`src/torque_select_pkg.sv`:
```
// constants shared by the torque command selector and its smoothing stage
// assumes a 200 MHz core clock; all parameters arrive as plain inputs
package torque_select_pkg;

  // ****************************************************
  // clock and timing
  // ****************************************************
  localparam int CLK_PERIOD_PS   = 5000;
  localparam int SAMPLE_PERIOD_US = 100;  // control sample period
  localparam int SAMPLE_CYCLES   = SAMPLE_PERIOD_US * 1000000 / CLK_PERIOD_PS;
  localparam int SAMPLES_PER_MS  = 1000 / SAMPLE_PERIOD_US;

  // ****************************************************
  // parameter table
  // ****************************************************
  localparam logic [15:0] TORQUE_SMOOTHING_TIME_CONSTANT_ADDR = 16'h010e;
  localparam logic [15:0] TORQUE_SMOOTHING_TIME_CONSTANT_RST  = 16'h0000;
  localparam logic [15:0] SMOOTHING_MAX_MS                    = 16'h03e8;

  // ****************************************************
  // value ranges
  // ****************************************************
  localparam int TORQUE_W    = 16;
  localparam int FRAC_W      = 16;
  localparam int ANALOG_SHIFT = 15;  // analog code full scale is 2**15
  localparam logic signed [TORQUE_W-1:0] TORQUE_MAX = 16'sh012c;  // 300 %
  localparam logic signed [TORQUE_W-1:0] TORQUE_MIN = -16'sh012c;
  localparam logic signed [TORQUE_W-1:0] TORQUE_ZERO = 16'sh0000;

  // ****************************************************
  // select codes and control modes
  // ****************************************************
  localparam logic [1:0] SEL_ANALOG   = 2'h0;
  localparam logic [1:0] SEL_PRESET_1 = 2'h1;
  localparam logic [1:0] SEL_PRESET_2 = 2'h2;
  localparam logic [1:0] SEL_PRESET_3 = 2'h3;

  typedef enum logic [2:0] {
    MODE_TORQUE,
    MODE_ZERO_TORQUE,
    MODE_POSITION,
    MODE_SPEED,
    MODE_SPEED_ZERO
  } control_mode_t;

endpackage : torque_select_pkg

```
`src/torque_command_select_smooth.sv`:
```
// torque command source selection, analog scaling and smoothing
// assumes select pins are asynchronous contacts and parameters are
// static or change from logic on the core clock
`timescale 1ns/1ps

// Operation
// - select pins 00 pick analog-or-zero, 01/10/11 pick presets 1/2/3.
// - code 00 in zero-torque mode gives exactly zero, analog ignored.
// - code 00 in analog mode takes the +/-10V reference, scaled.
// - any select pin high uses that preset, clamped to +/-300 percent.
// - a new preset applies three core clocks after either select pin changes.
// - open contact reads 0, closed contact reads 1.
// - source depends on both select pins and the control mode.
// - in position and speed modes the value is a torque limit.
// - analog command is smoothed with a 0..1000 ms time constant.
// - a zero time constant bypasses the smoothing stage.
// - analog full-scale parameter sets torque span of the reference.
module torque_command_select_smooth #(
  parameter int SAMPLE_CYCLES = torque_select_pkg::SAMPLE_CYCLES,
  parameter int SPM           = torque_select_pkg::SAMPLES_PER_MS
) (
  input  wire logic                                  CORE_CLK_I,
  input  wire logic                                  RSTN_I,
  input  wire logic                                  TORQUE_SELECT_BIT0_I,
  input  wire logic                                  TORQUE_SELECT_BIT1_I,
  input  wire torque_select_pkg::control_mode_t      CONTROL_MODE_SELECT_I,
  input  wire logic signed [15:0]                    ANALOG_REF_I,
  input  wire logic [15:0]                           ANALOG_TORQUE_FULL_SCALE_I,
  input  wire logic signed [15:0]                    INTERNAL_TORQUE_PRESET_1_I,
  input  wire logic signed [15:0]                    INTERNAL_TORQUE_PRESET_2_I,
  input  wire logic signed [15:0]                    INTERNAL_TORQUE_PRESET_3_I,
  input  wire logic [15:0]                           TORQUE_SMOOTHING_CONSTANT_I,
  output logic signed [15:0]                         TORQUE_COMMAND_O,
  output logic signed [15:0]                         TORQUE_LIMIT_O,
  output logic                                       TORQUE_LIMIT_ACTIVE_O,
  output logic [1:0]                                 TORQUE_SOURCE_O
);
  import torque_select_pkg::*;

  localparam int SCW = $clog2(SAMPLE_CYCLES + 1);

  initial begin
    if (SAMPLE_CYCLES < 64 || SPM < 1) begin
      $error("torque_command_select_smooth: unsupported parameters");
    end
  end

  // ****************************************************
  // select pin synchronisers
  // ****************************************************
  logic [1:0] sel_meta_reg;
  logic [1:0] sel_sync_reg;

  // contacts are asynchronous; meta stage feeds only the sync stage
  always_ff @(posedge CORE_CLK_I or negedge RSTN_I) begin
    if (!RSTN_I) begin
      sel_meta_reg <= 2'h0;
      sel_sync_reg <= 2'h0;
    end else begin
      sel_meta_reg <= {TORQUE_SELECT_BIT1_I, TORQUE_SELECT_BIT0_I};
      sel_sync_reg <= sel_meta_reg;
    end
  end

  // ****************************************************
  // control sample tick
  // ****************************************************
  logic [SCW-1:0] tick_cnt_reg;
  logic           tick_reg;

  wire logic tick_wrap = tick_cnt_reg == SCW'(SAMPLE_CYCLES - 1);

  // free-running divider gives the filter its update rate
  always_ff @(posedge CORE_CLK_I or negedge RSTN_I) begin
    if (!RSTN_I) begin
      tick_cnt_reg <= '0;
      tick_reg     <= 1'b0;
    end else begin
      tick_cnt_reg <= tick_wrap ? '0 : tick_cnt_reg + SCW'(1);
      tick_reg     <= tick_wrap;
    end
  end

  // ****************************************************
  // analog scaling and clamping
  // ****************************************************
  // signed code times full scale percent, full-scale code is 10 V
  wire logic signed [32:0] analog_prod =
    33'(ANALOG_REF_I) * $signed({17'h0, ANALOG_TORQUE_FULL_SCALE_I});
  wire logic signed [32:0] analog_shr  = analog_prod >>> ANALOG_SHIFT;
  wire logic               analog_hi   = analog_shr > 33'(TORQUE_MAX);
  wire logic               analog_lo   = analog_shr < 33'(TORQUE_MIN);
  wire logic signed [15:0] analog_trq  = analog_hi ? TORQUE_MAX :
                                         analog_lo ? TORQUE_MIN :
                                         analog_shr[15:0];

  // clamp the time constant so a bad setting cannot stretch the divider
  wire logic [15:0] tau_ms =
    (TORQUE_SMOOTHING_CONSTANT_I > SMOOTHING_MAX_MS) ?
    SMOOTHING_MAX_MS : TORQUE_SMOOTHING_CONSTANT_I;

  logic signed [15:0] analog_smooth;

  torque_lpf #(
    .W   (TORQUE_W),
    .FW  (FRAC_W),
    .SPM (SPM)
  ) u_lpf (
    .clk_i    (CORE_CLK_I),
    .rstn_i   (RSTN_I),
    .sample_i (tick_reg),
    .x_i      (analog_trq),
    .tau_i    (tau_ms),
    .y_o      (analog_smooth)
  );

  // bypass is immediate rather than waiting for the next sample
  wire logic signed [15:0] analog_path =
    (tau_ms == 16'h0000) ? analog_trq : analog_smooth;

  // ****************************************************
  // preset clamping
  // ****************************************************
  function automatic logic signed [15:0] clamp_pct(
    input logic signed [15:0] v
  );
    logic signed [15:0] r;
    r = v;
    if (v > TORQUE_MAX) begin
      r = TORQUE_MAX;
    end else if (v < TORQUE_MIN) begin
      r = TORQUE_MIN;
    end
    return r;
  endfunction : clamp_pct

  wire logic signed [15:0] preset_1 = clamp_pct(INTERNAL_TORQUE_PRESET_1_I);
  wire logic signed [15:0] preset_2 = clamp_pct(INTERNAL_TORQUE_PRESET_2_I);
  wire logic signed [15:0] preset_3 = clamp_pct(INTERNAL_TORQUE_PRESET_3_I);

  // ****************************************************
  // source selection
  // ****************************************************
  wire logic zero_mode  = CONTROL_MODE_SELECT_I == MODE_ZERO_TORQUE;
  wire logic torque_md  = (CONTROL_MODE_SELECT_I == MODE_TORQUE) ||
                          zero_mode;
  wire logic limit_md   = (CONTROL_MODE_SELECT_I == MODE_POSITION) ||
                          (CONTROL_MODE_SELECT_I == MODE_SPEED) ||
                          (CONTROL_MODE_SELECT_I == MODE_SPEED_ZERO);

  // zero-torque mode avoids analog zero drift entirely
  wire logic signed [15:0] base_path =
    zero_mode ? TORQUE_ZERO : analog_path;

  // pins and mode jointly pick the source, no sample wait for presets
  wire logic signed [15:0] selected =
    (sel_sync_reg == SEL_PRESET_1) ? preset_1 :
    (sel_sync_reg == SEL_PRESET_2) ? preset_2 :
    (sel_sync_reg == SEL_PRESET_3) ? preset_3 :
    base_path;

  // ****************************************************
  // output registers
  // ****************************************************
  logic signed [15:0] cmd_reg;
  logic signed [15:0] lim_reg;
  logic               lim_act_reg;
  logic [1:0]         src_reg;

  // command outside torque modes is steered onto the limit output
  always_ff @(posedge CORE_CLK_I or negedge RSTN_I) begin
    if (!RSTN_I) begin
      cmd_reg     <= TORQUE_ZERO;
      lim_reg     <= TORQUE_ZERO;
      lim_act_reg <= 1'b0;
      src_reg     <= SEL_ANALOG;
    end else begin
      cmd_reg     <= torque_md ? selected : TORQUE_ZERO;
      lim_reg     <= limit_md ? selected : TORQUE_ZERO;
      lim_act_reg <= limit_md;
      src_reg     <= sel_sync_reg;
    end
  end

  assign TORQUE_COMMAND_O      = cmd_reg;
  assign TORQUE_LIMIT_O        = lim_reg;
  assign TORQUE_LIMIT_ACTIVE_O = lim_act_reg;
  assign TORQUE_SOURCE_O       = src_reg;

endmodule : torque_command_select_smooth

```
`src/torque_lpf.sv`:
```
// first-order recursive smoothing stage with serial divider
// assumes sample_i is a one-cycle pulse at least 40 cycles apart
`timescale 1ns/1ps
module torque_lpf #(
  parameter int W   = 16,
  parameter int FW  = 16,
  parameter int SPM = 10
) (
  input  wire logic                clk_i,
  input  wire logic                rstn_i,
  input  wire logic                sample_i,
  input  wire logic signed [W-1:0] x_i,
  input  wire logic [15:0]         tau_i,
  output logic signed [W-1:0]      y_o
);
  import torque_select_pkg::*;

  localparam int AW = W + FW;
  localparam int DW = AW + 2;
  localparam int CW = $clog2(DW + 1);

  initial begin
    if (W < 2 || FW < 1 || SPM < 1) begin
      $error("torque_lpf: unsupported parameters");
    end
  end

  typedef enum logic {ST_IDLE, ST_DIV} lpf_state_t;

  lpf_state_t            state_reg;
  logic signed [AW-1:0]  acc_reg;
  logic [DW-1:0]         num_reg;
  logic [DW-1:0]         rem_reg;
  logic [DW-1:0]         den_reg;
  logic [CW-1:0]         cnt_reg;
  logic                  neg_reg;

  // ****************************************************
  // step size: distance to target divided by tau in samples plus one
  // ****************************************************
  // sign bit repeated so negative commands keep their sign once widened
  wire logic signed [AW:0]   x_wide   = {x_i[W-1], x_i, {FW{1'b0}}};
  wire logic signed [AW:0]   diff     = x_wide - {acc_reg[AW-1], acc_reg};
  wire logic                 diff_neg = diff[AW];
  wire logic [AW:0]          diff_mag = diff_neg ? 
                                         (AW + 1)'(-diff) : 
                                         (AW + 1)'(diff);
  wire logic [31:0]          den_full = 32'(tau_i) * 32'(SPM) + 32'h1;
  wire logic [DW-1:0]        rem_sh   = {rem_reg[DW-2:0], num_reg[DW-1]};
  wire logic                 rem_ge   = rem_sh >= den_reg;
  wire logic [DW-1:0]        rem_nx   = rem_ge ? rem_sh - den_reg : rem_sh;
  wire logic [DW-1:0]        quo_nx   = {num_reg[DW-2:0], rem_ge};
  wire logic signed [AW-1:0] step     = AW'(quo_nx);
  wire logic                 div_last = cnt_reg == CW'(DW - 1);

  // quotient shifts into num_reg as the dividend shifts out
  always_ff @(posedge clk_i or negedge rstn_i) begin
    if (!rstn_i) begin
      state_reg <= ST_IDLE;
      acc_reg   <= '0;
      num_reg   <= '0;
      rem_reg   <= '0;
      den_reg   <= '0;
      cnt_reg   <= '0;
      neg_reg   <= 1'b0;
    end else begin
      unique case (state_reg)
        ST_IDLE: begin
          if (sample_i && tau_i == 16'h0000) begin
            acc_reg <= AW'(x_wide);
          end else if (sample_i) begin
            num_reg   <= DW'(diff_mag);
            rem_reg   <= '0;
            den_reg   <= DW'(den_full);
            neg_reg   <= diff_neg;
            cnt_reg   <= '0;
            state_reg <= ST_DIV;
          end
        end
        ST_DIV: begin
          num_reg <= quo_nx;
          rem_reg <= rem_nx;
          cnt_reg <= cnt_reg + CW'(1);
          if (div_last) begin
            acc_reg   <= neg_reg ? acc_reg - step : acc_reg + step;
            state_reg <= ST_IDLE;
          end
        end
      endcase
    end
  end

  assign y_o = acc_reg[AW-1:FW];

endmodule : torque_lpf

```
`config.mk`:
```
export PLATFORM = sky130hd
export DESIGN_NAME = torque_command_select_smooth
export DESIGN_NICKNAME = d
export VERILOG_FILES = /design/src/torque_select_pkg.sv /design/src/torque_command_select_smooth.sv /design/src/torque_lpf.sv
export SDC_FILE = /design/constraint.sdc
export NUM_CORES = 1
export LEC_CHECK = 0
export BUFFER_PORTS_ARGS = -buffer_cell sky130_fd_sc_hd__buf_2
export CAP_MARGIN = 10
export CORE_UTILIZATION = 60
export DETAILED_ROUTE_END_ITERATION = 10
export PLACE_DENSITY = 0.79
export SLEW_MARGIN = 30
export SYNTH_ARGS = -nofsm -noshare
export SYNTH_HDL_FRONTEND = slang
export SYNTH_HIERARCHICAL = 1
export SYNTH_SLANG_ARGS = --single-unit
```
`constraint.sdc`:
```
create_clock -name CORE_CLK_I -period 8.19 [get_ports CORE_CLK_I]
set_input_delay 1.2285 -clock CORE_CLK_I [delete_from_list [all_inputs] [get_ports CORE_CLK_I]]
set_output_delay 1.2285 -clock CORE_CLK_I [all_outputs]
set_load 0.02 [all_outputs]
```
# Word-level counts from Yosys, hierarchy flattened
# Index checks and enable logic that the tools add are counted.
[totals] register_bits=194 output_inout_bits=35 wordCells=95
[classes] add_sub_neg=8 n_mul=2 n_lt_le_gt_ge=10 eq_ne=13 muxes=36 bitwise_logic=2 n_reduce_logical=9
[ops] op="$mux 16" n=16
[ops] op="$mux 33" n=4
[ops] op="$mux 32" n=3
[ops] op="$mux 34" n=2
[ops] op="$pmux 34 s2" n=1
[ops] op="$pmux 33 s2" n=1
[ops] op="$gt 16x10->1 const B" n=4
[ops] op="$pmux 32 s2" n=1
[ops] op="$lt 16x10->1 const B" n=3
[ops] op="$ge 34x32->1" n=1
[ops] op="$mul 16x17->33" n=1
[ops] op="$neg 33->33" n=1
[ops] op="$sub 32x32->33" n=1
[ops] op="$sub 33x32->33" n=1
[ops] op="$add 32x32->32" n=1
[ops] op="$sub 32x32->32" n=1
[ops] op="$add 20x1->21 const B" n=1
[ops] op="$mul 16x3->19 const B" n=1
[ops] op="$gt 18x10->1 const B" n=1
[ops] op="$lt 18x10->1 const B" n=1
[ops] op="$logic_not 16->1" n=1
[ops] op="$add 15x1->15 const B" n=1
[ops] op="$eq 15x15->1 const B" n=1
[ops] op="$mux 15" n=1
[ops] op="other kinds (19)" n=30

# Depth between registers and ports, before layout
[depth] ltp_word=10 mapped_depth=38 depth_no_buf=34

# Hierarchy
# The synthesis kept the hierarchy.
[modules_own_cells] module="torque_command_select_smooth" n_inst=1 cells_each=1474 area_per_inst_um2=12549.5 seq_area_each_um2=1376.3
[modules_own_cells] module="torque_lpf" n_inst=1 cells_each=1479 area_per_inst_um2=11805.1 seq_area_each_um2=3178.0

# Worst setup path before layout
# OpenSTA, ideal clock, no wires.
[synth_path] path_kind="input -> register" startpoint="in ANALOG_REF_I[9]" endpoint="reg u_lpf.num_reg[31]" arrival_ns=10.246 required_ns=8.126 path_slack_ns=-2.120 cell_stages=36 cell_sequence="clkbuf_1 -> nand2_1 -> fa_1 -> inv_1 -> fa_1 -> inv_1 -> fa_1 -> inv_1 -> fa_1 -> fa_1 -> inv_1 -> fa_1 -> inv_1 -> ha_1 -> nand4_2 -> a2111oi_4 -> a21o_4 -> nor4b_1 -> a211oi_2 -> o211ai_1 -> a221oi_2 -> nor3_2 -> or2_2 -> and2_1 -> ha_1 -> nand2b_4 -> or4_4 -> buf_6 -> or4b_4 -> nand2_2 -> a311oi_1 -> nor4_1 -> nand3_2 -> o41ai_2 -> or3b_1 -> or3b_1"
[synth_via] elab_chain_len=10
[synth_lines] item="from (decl)" line="torque_command_select_smooth.sv:27" text="input wire logic signed [15:0] ANALOG_REF_I,"
[synth_lines] item="$mul 16x17->33 *" line="torque_command_select_smooth.sv:89" text="33'(ANALOG_REF_I) * $signed({17'h0, ANALOG_TORQUE_FULL_SCALE_I});"
[synth_lines] item="$lt 18x10->1" line="torque_command_select_smooth.sv:92" text="wire logic analog_lo = analog_shr < 33'(TORQUE_MIN);"
[synth_lines] item="$mux 16" line="torque_command_select_smooth.sv:94" text="analog_lo ? TORQUE_MIN :"
[synth_lines] item="$mux 16 *" line="torque_command_select_smooth.sv:93" text="wire logic signed [15:0] analog_trq = analog_hi ? TORQUE_MAX :"
[synth_lines] item="named net analog_trq[0]" line="torque_command_select_smooth.sv:93"
[synth_lines] item="$sub 32x32->33 *" line="torque_lpf.sv:43" text="wire logic signed [AW:0] diff = x_wide - {acc_reg[AW-1], acc_reg};"
[synth_lines] item="$neg 33->33" line="torque_lpf.sv:46" text="(AW + 1)'(-diff) :"
[synth_lines] item="$mux 33 *" line="torque_lpf.sv:45" text="wire logic [AW:0] diff_mag = diff_neg ?"
[synth_lines] item="$mux 34 *" line="torque_lpf.sv:71" text="end else if (sample_i) begin"
[synth_lines] item="$mux 34 *" line="torque_lpf.sv:69" text="if (sample_i && tau_i == 16'h0000) begin"
[synth_lines] item="$pmux 34 s2 *" line="torque_lpf.sv:67" text="unique case (state_reg)"
[synth_lines] item="to (signal assigned)" line="torque_lpf.sv:72" text="num_reg <= DW'(diff_mag);"
[synth_lines] item="to (signal assigned)" line="torque_lpf.sv:81" text="num_reg <= quo_nx;"
[synth_lines] item="to (decl)" line="torque_lpf.sv:32" text="logic [DW-1:0] num_reg;"
# Mark *: on every way through the listed nets, which the timed path passes. The rest lies on a longest branch. The select of a mux whose other input is x is not followed.
# A chain may end at the register's enable or synchronous reset.

# Final worst setup path
[layout_path] startpoint="in ANALOG_REF_I[6]" endpoint="reg u_lpf.num_reg[31]"
# The elaborated chain is that of the path after synthesis.

==> results.py <==
metrics = {
    "critical_path": {
        "crit_path_max_fanout": 12,
        "endpoint_kind": "register",
        "r2r-start": "u_lpf/rem_reg[21]",
        "critPathLaunchType": "input port",
        "rr_endpoint": "u_lpf/acc_reg[29]",
        "crit_arrival_ns": 10.39,
        "crit_required_ns": 8.52,
        "critPathSlowestCell": "fa_1",
        "r2r_cells": 21,
        "path_class": "in -> reg",
        "path_common_cell": "fa_1",
        "rrSetupSlack_ns": 1.26,
        "crit_path_max_incr_delay_ns": 0.60,
    },
    "die": {
        "initial_utilization": 0.610,
        "dieWidth_um": 203,
        "io-pin-count": 138,
        "die_h_um": 203,
        "coreArea_um2": 39900,
        "rows": 73,
        "dieArea_um2": 41400,
    },
    "clock_network": {
        "hold_buffers": 0,
        "cts_max_level": 4,
        "clk_latency_ns": 0.45,
        "root_buffer": "clkbuf_16",
        "cts_tree": "yes",
        "clk_pin_slew_worst_paths_ns": 0.08,
        "cts.sinks": 182,
        "numCtsBuffers": 17,
        "cts_max_path_buffers": 2,
    },
    "worst_hold_path": {
        "min_path_cells": 0,
        "min_from": "sel_meta_reg[1]",
        "min_to": "sel_sync_reg[1]",
        "hp-class": "reg -> reg",
    },
    "synth": {
        "synth_edf_count": 0,
        "yosysTopAreaCell": "dfrtp_1",
        "avgSynthCellArea_um2": 8.25,
        "yosysUniqueCellTypes": 101,
        "ys_seq_area_frac": 0.187,
        "synth_flop_cell": "dfrtp_1",
        "synth_area_um2": 24400,
        "yosysWarnings": 6,
        "yosys.area.top_type_share": 0.187,
        "synthArstFlopShare": 1.00,
        "synth-seq-cells": 182,
        "synth_area_leaders": "dfrtp_1 19%, fa_1 16%, ha_1 11%, nand2_1 5.1%, inv_1 5.0%",
        "synthCells": 2953,
    },
    "routing": {
        "first_pass_iters": 6,
        "initialDrtViolationCount": 2284,
        "vias_per_cell": 6.17,
        "drcViolationCount": 0,
        "ant_nets": 0,
        "num_vias": 23900,
        "wl_per_cell_um": 19.0,
        "finalWirelength_mm": 73.2,
    },
    "place": {
        "gp_congestion": 0.970,
        "dp.cells": 3761,
        "dp_hpwl_mm": 54.6,
        "io_buffers": 137,
        "place_ws_ns": -2.35,
    },
    "run_status": {
        "status": "finished, violations left",
        "violations": "setup timing",
    },
    "sta": {
        "drv_slew": 0,
        "finalSetupViolations": 33,
        "rsz0062_at_grt": "true",
        "worst_slew_pin_slew_ns": 0.960,
        "slew_headroom": 0.343,
        "fin_skew_ns": 0.0122,
        "final.period_utilization": 1.23,
        "hold_violations": 0,
        "tns_ns": -52.68,
        "fmax_mhz": 99.4,
        "setup_slack_ns": -1.87,
        "fin_crit_ns": 10.06,
    },
    "grt": {
        "grt_pass1_vias": 23900,
        "grt_max_degree": 111,
        "grt.overflow.total": 0,
        "grt_util_all_layers": 0.348,
        "antenna_found_initial": 0,
        "grt_pass1_wl_mm": 117,
    },
    "final_layout": {
        "fin_util": 0.745,
        "final-instance-count-excl-fill": 3864,
        "layout.nets": 3847,
        "diodes": 0,
        "largest_reg_flops": 34,
        "syn2layout_area_growth_pct": 22.1,
        "nFillCells": 2824,
        "drive_gt1_frac": 0.225,
    },
    "run": {
        "cap_viol_max_count": 0,
    },
}
[critical path: cells and delay by family]
kind / cells / cell delay [ns]
buffers and inverters: 8 / 0.78
AOI/OAI and AO/OA: 4 / 1.00
and+or+nand+nor: 16 / 3.70
adders and majority gates: 8 / 3.38
xor gates and xnor gates: 1 / 0.31
[cell families (layout without fill, tap and decap cells)]
family	count (synthesis)	in the layout	synth area share
simple gates	1006	1006	0.207
compound gates	696	696	0.187
buf+inv	464	829	0.0752
fa+ha+maj	418	418	0.275
flops	182	182	0.187
xor+xnor	167	167	0.0601
mux	19	19	0.00786
other cells	1	22	0.000154
[repair_timing]
action	CTS	global route
endpoints found under the setup margin	33	35
cloned	0	2
buffers inserted	44	27
resized for setup	124	106
pin swaps	71	66
[how the worst max path moves through the flow]
stage / to / from / slack [ns]
CTS: u_lpf/num_reg[31] / ANALOG_TORQUE_FULL_SCALE_I[8] / -1.57
global placement: u_lpf/num_reg[31] / ANALOG_TORQUE_FULL_SCALE_I[6] / -2.12
floorplan: u_lpf/num_reg[31] / ANALOG_REF_I[6] / -1.59
detailed placement: u_lpf/num_reg[31] / ANALOG_REF_I[6] / -2.35
finish: u_lpf/num_reg[31] / ANALOG_REF_I[6] / -1.87
global route: u_lpf/num_reg[31] / ANALOG_REF_I[15] / -2.14
[layout make-up]
| cell class | count | area (um^2) | share of cell area |
|---|---|---|---|
| well taps | 525 | 657 | 0.0221 |
| repair buffers | 469 | 3560 | 0.120 |
| flip-flops and latches | 182 | 4560 | 0.153 |
| clock inverters | 13 | 154 | 0.00518 |
| clock buffers | 19 | 443 | 0.0149 |
| inverters | 328 | 1240 | 0.0416 |
| multi-input cells | 2328 | 19100 | 0.643 |
[Yosys cell counts (all sizes together), types with 7 or more instances]
master,number
a211oi,26
or4,10
o22ai,32
mux2i,18
o221ai,15
nand4,26
clkbuf,100
and3,29
xnor2,111
o211ai,25
or3,31
o2111ai,9
a31oi,28
a22o,9
inv,326
a311oi,7
nor3b,11
nor2b,16
nand2,334
dfrtp,182
nor4,25
o21bai,18
a21oi,165
buf,36
a21o,44
a2111oi,12
o21ai,202
a211o,7
nor3,52
and2,142
nand2b,32
ha,222
xor2,56
o21a,15
nor2,203
and4,7
o31ai,17
fa,196
o211a,9
or2,16
nand3,55
[stage by stage]
step / cell area (um^2) / hold WS (ns)
floorplan: 25000 / 0.331
global placement: 27600 / 0.332
detailed placement: 27600 / 0.336
CTS: 29100 / 0.352
global route: 29700 / 0.359
finish: 29700 / 0.350
[metal layers]
| layer | part of all wire | up-vias | global-route usage |
|---|---|---|---|
| met4 | 0.035 | 0 | 0.124 |
| met5 | 0 | - | 0 |
| li1 | - | 10800 | - |
| met2 | 0.49 | 1157 | 0.593 |
| met3 | 0.076 | 246 | 0.0526 |
| met1 | 0.40 | 11600 | 0.450 |
[cell usage in the layout, fill, tap and decap left out, types with 26 or more instances in the layout]
master and instances:
buf_2 112, o21ai_0 147, o22ai_1 31, o21ai_1 37, and2_1 124, nor2_1 188, nand2_1 323, buf_6 30
buf_4 307, nor3_1 42, a21o_1 43, xor2_1 53, or3_1 28, fa_1 183, dfrtp_1 181, and3_1 26
nand3_1 53, inv_1 308, ha_1 201, a21oi_1 145, xnor2_1 105, nand2b_1 29
Power is left out: the tool's default activity adds up to more than one toggle a clock period on the data nets, which glitch-free logic cannot reach.
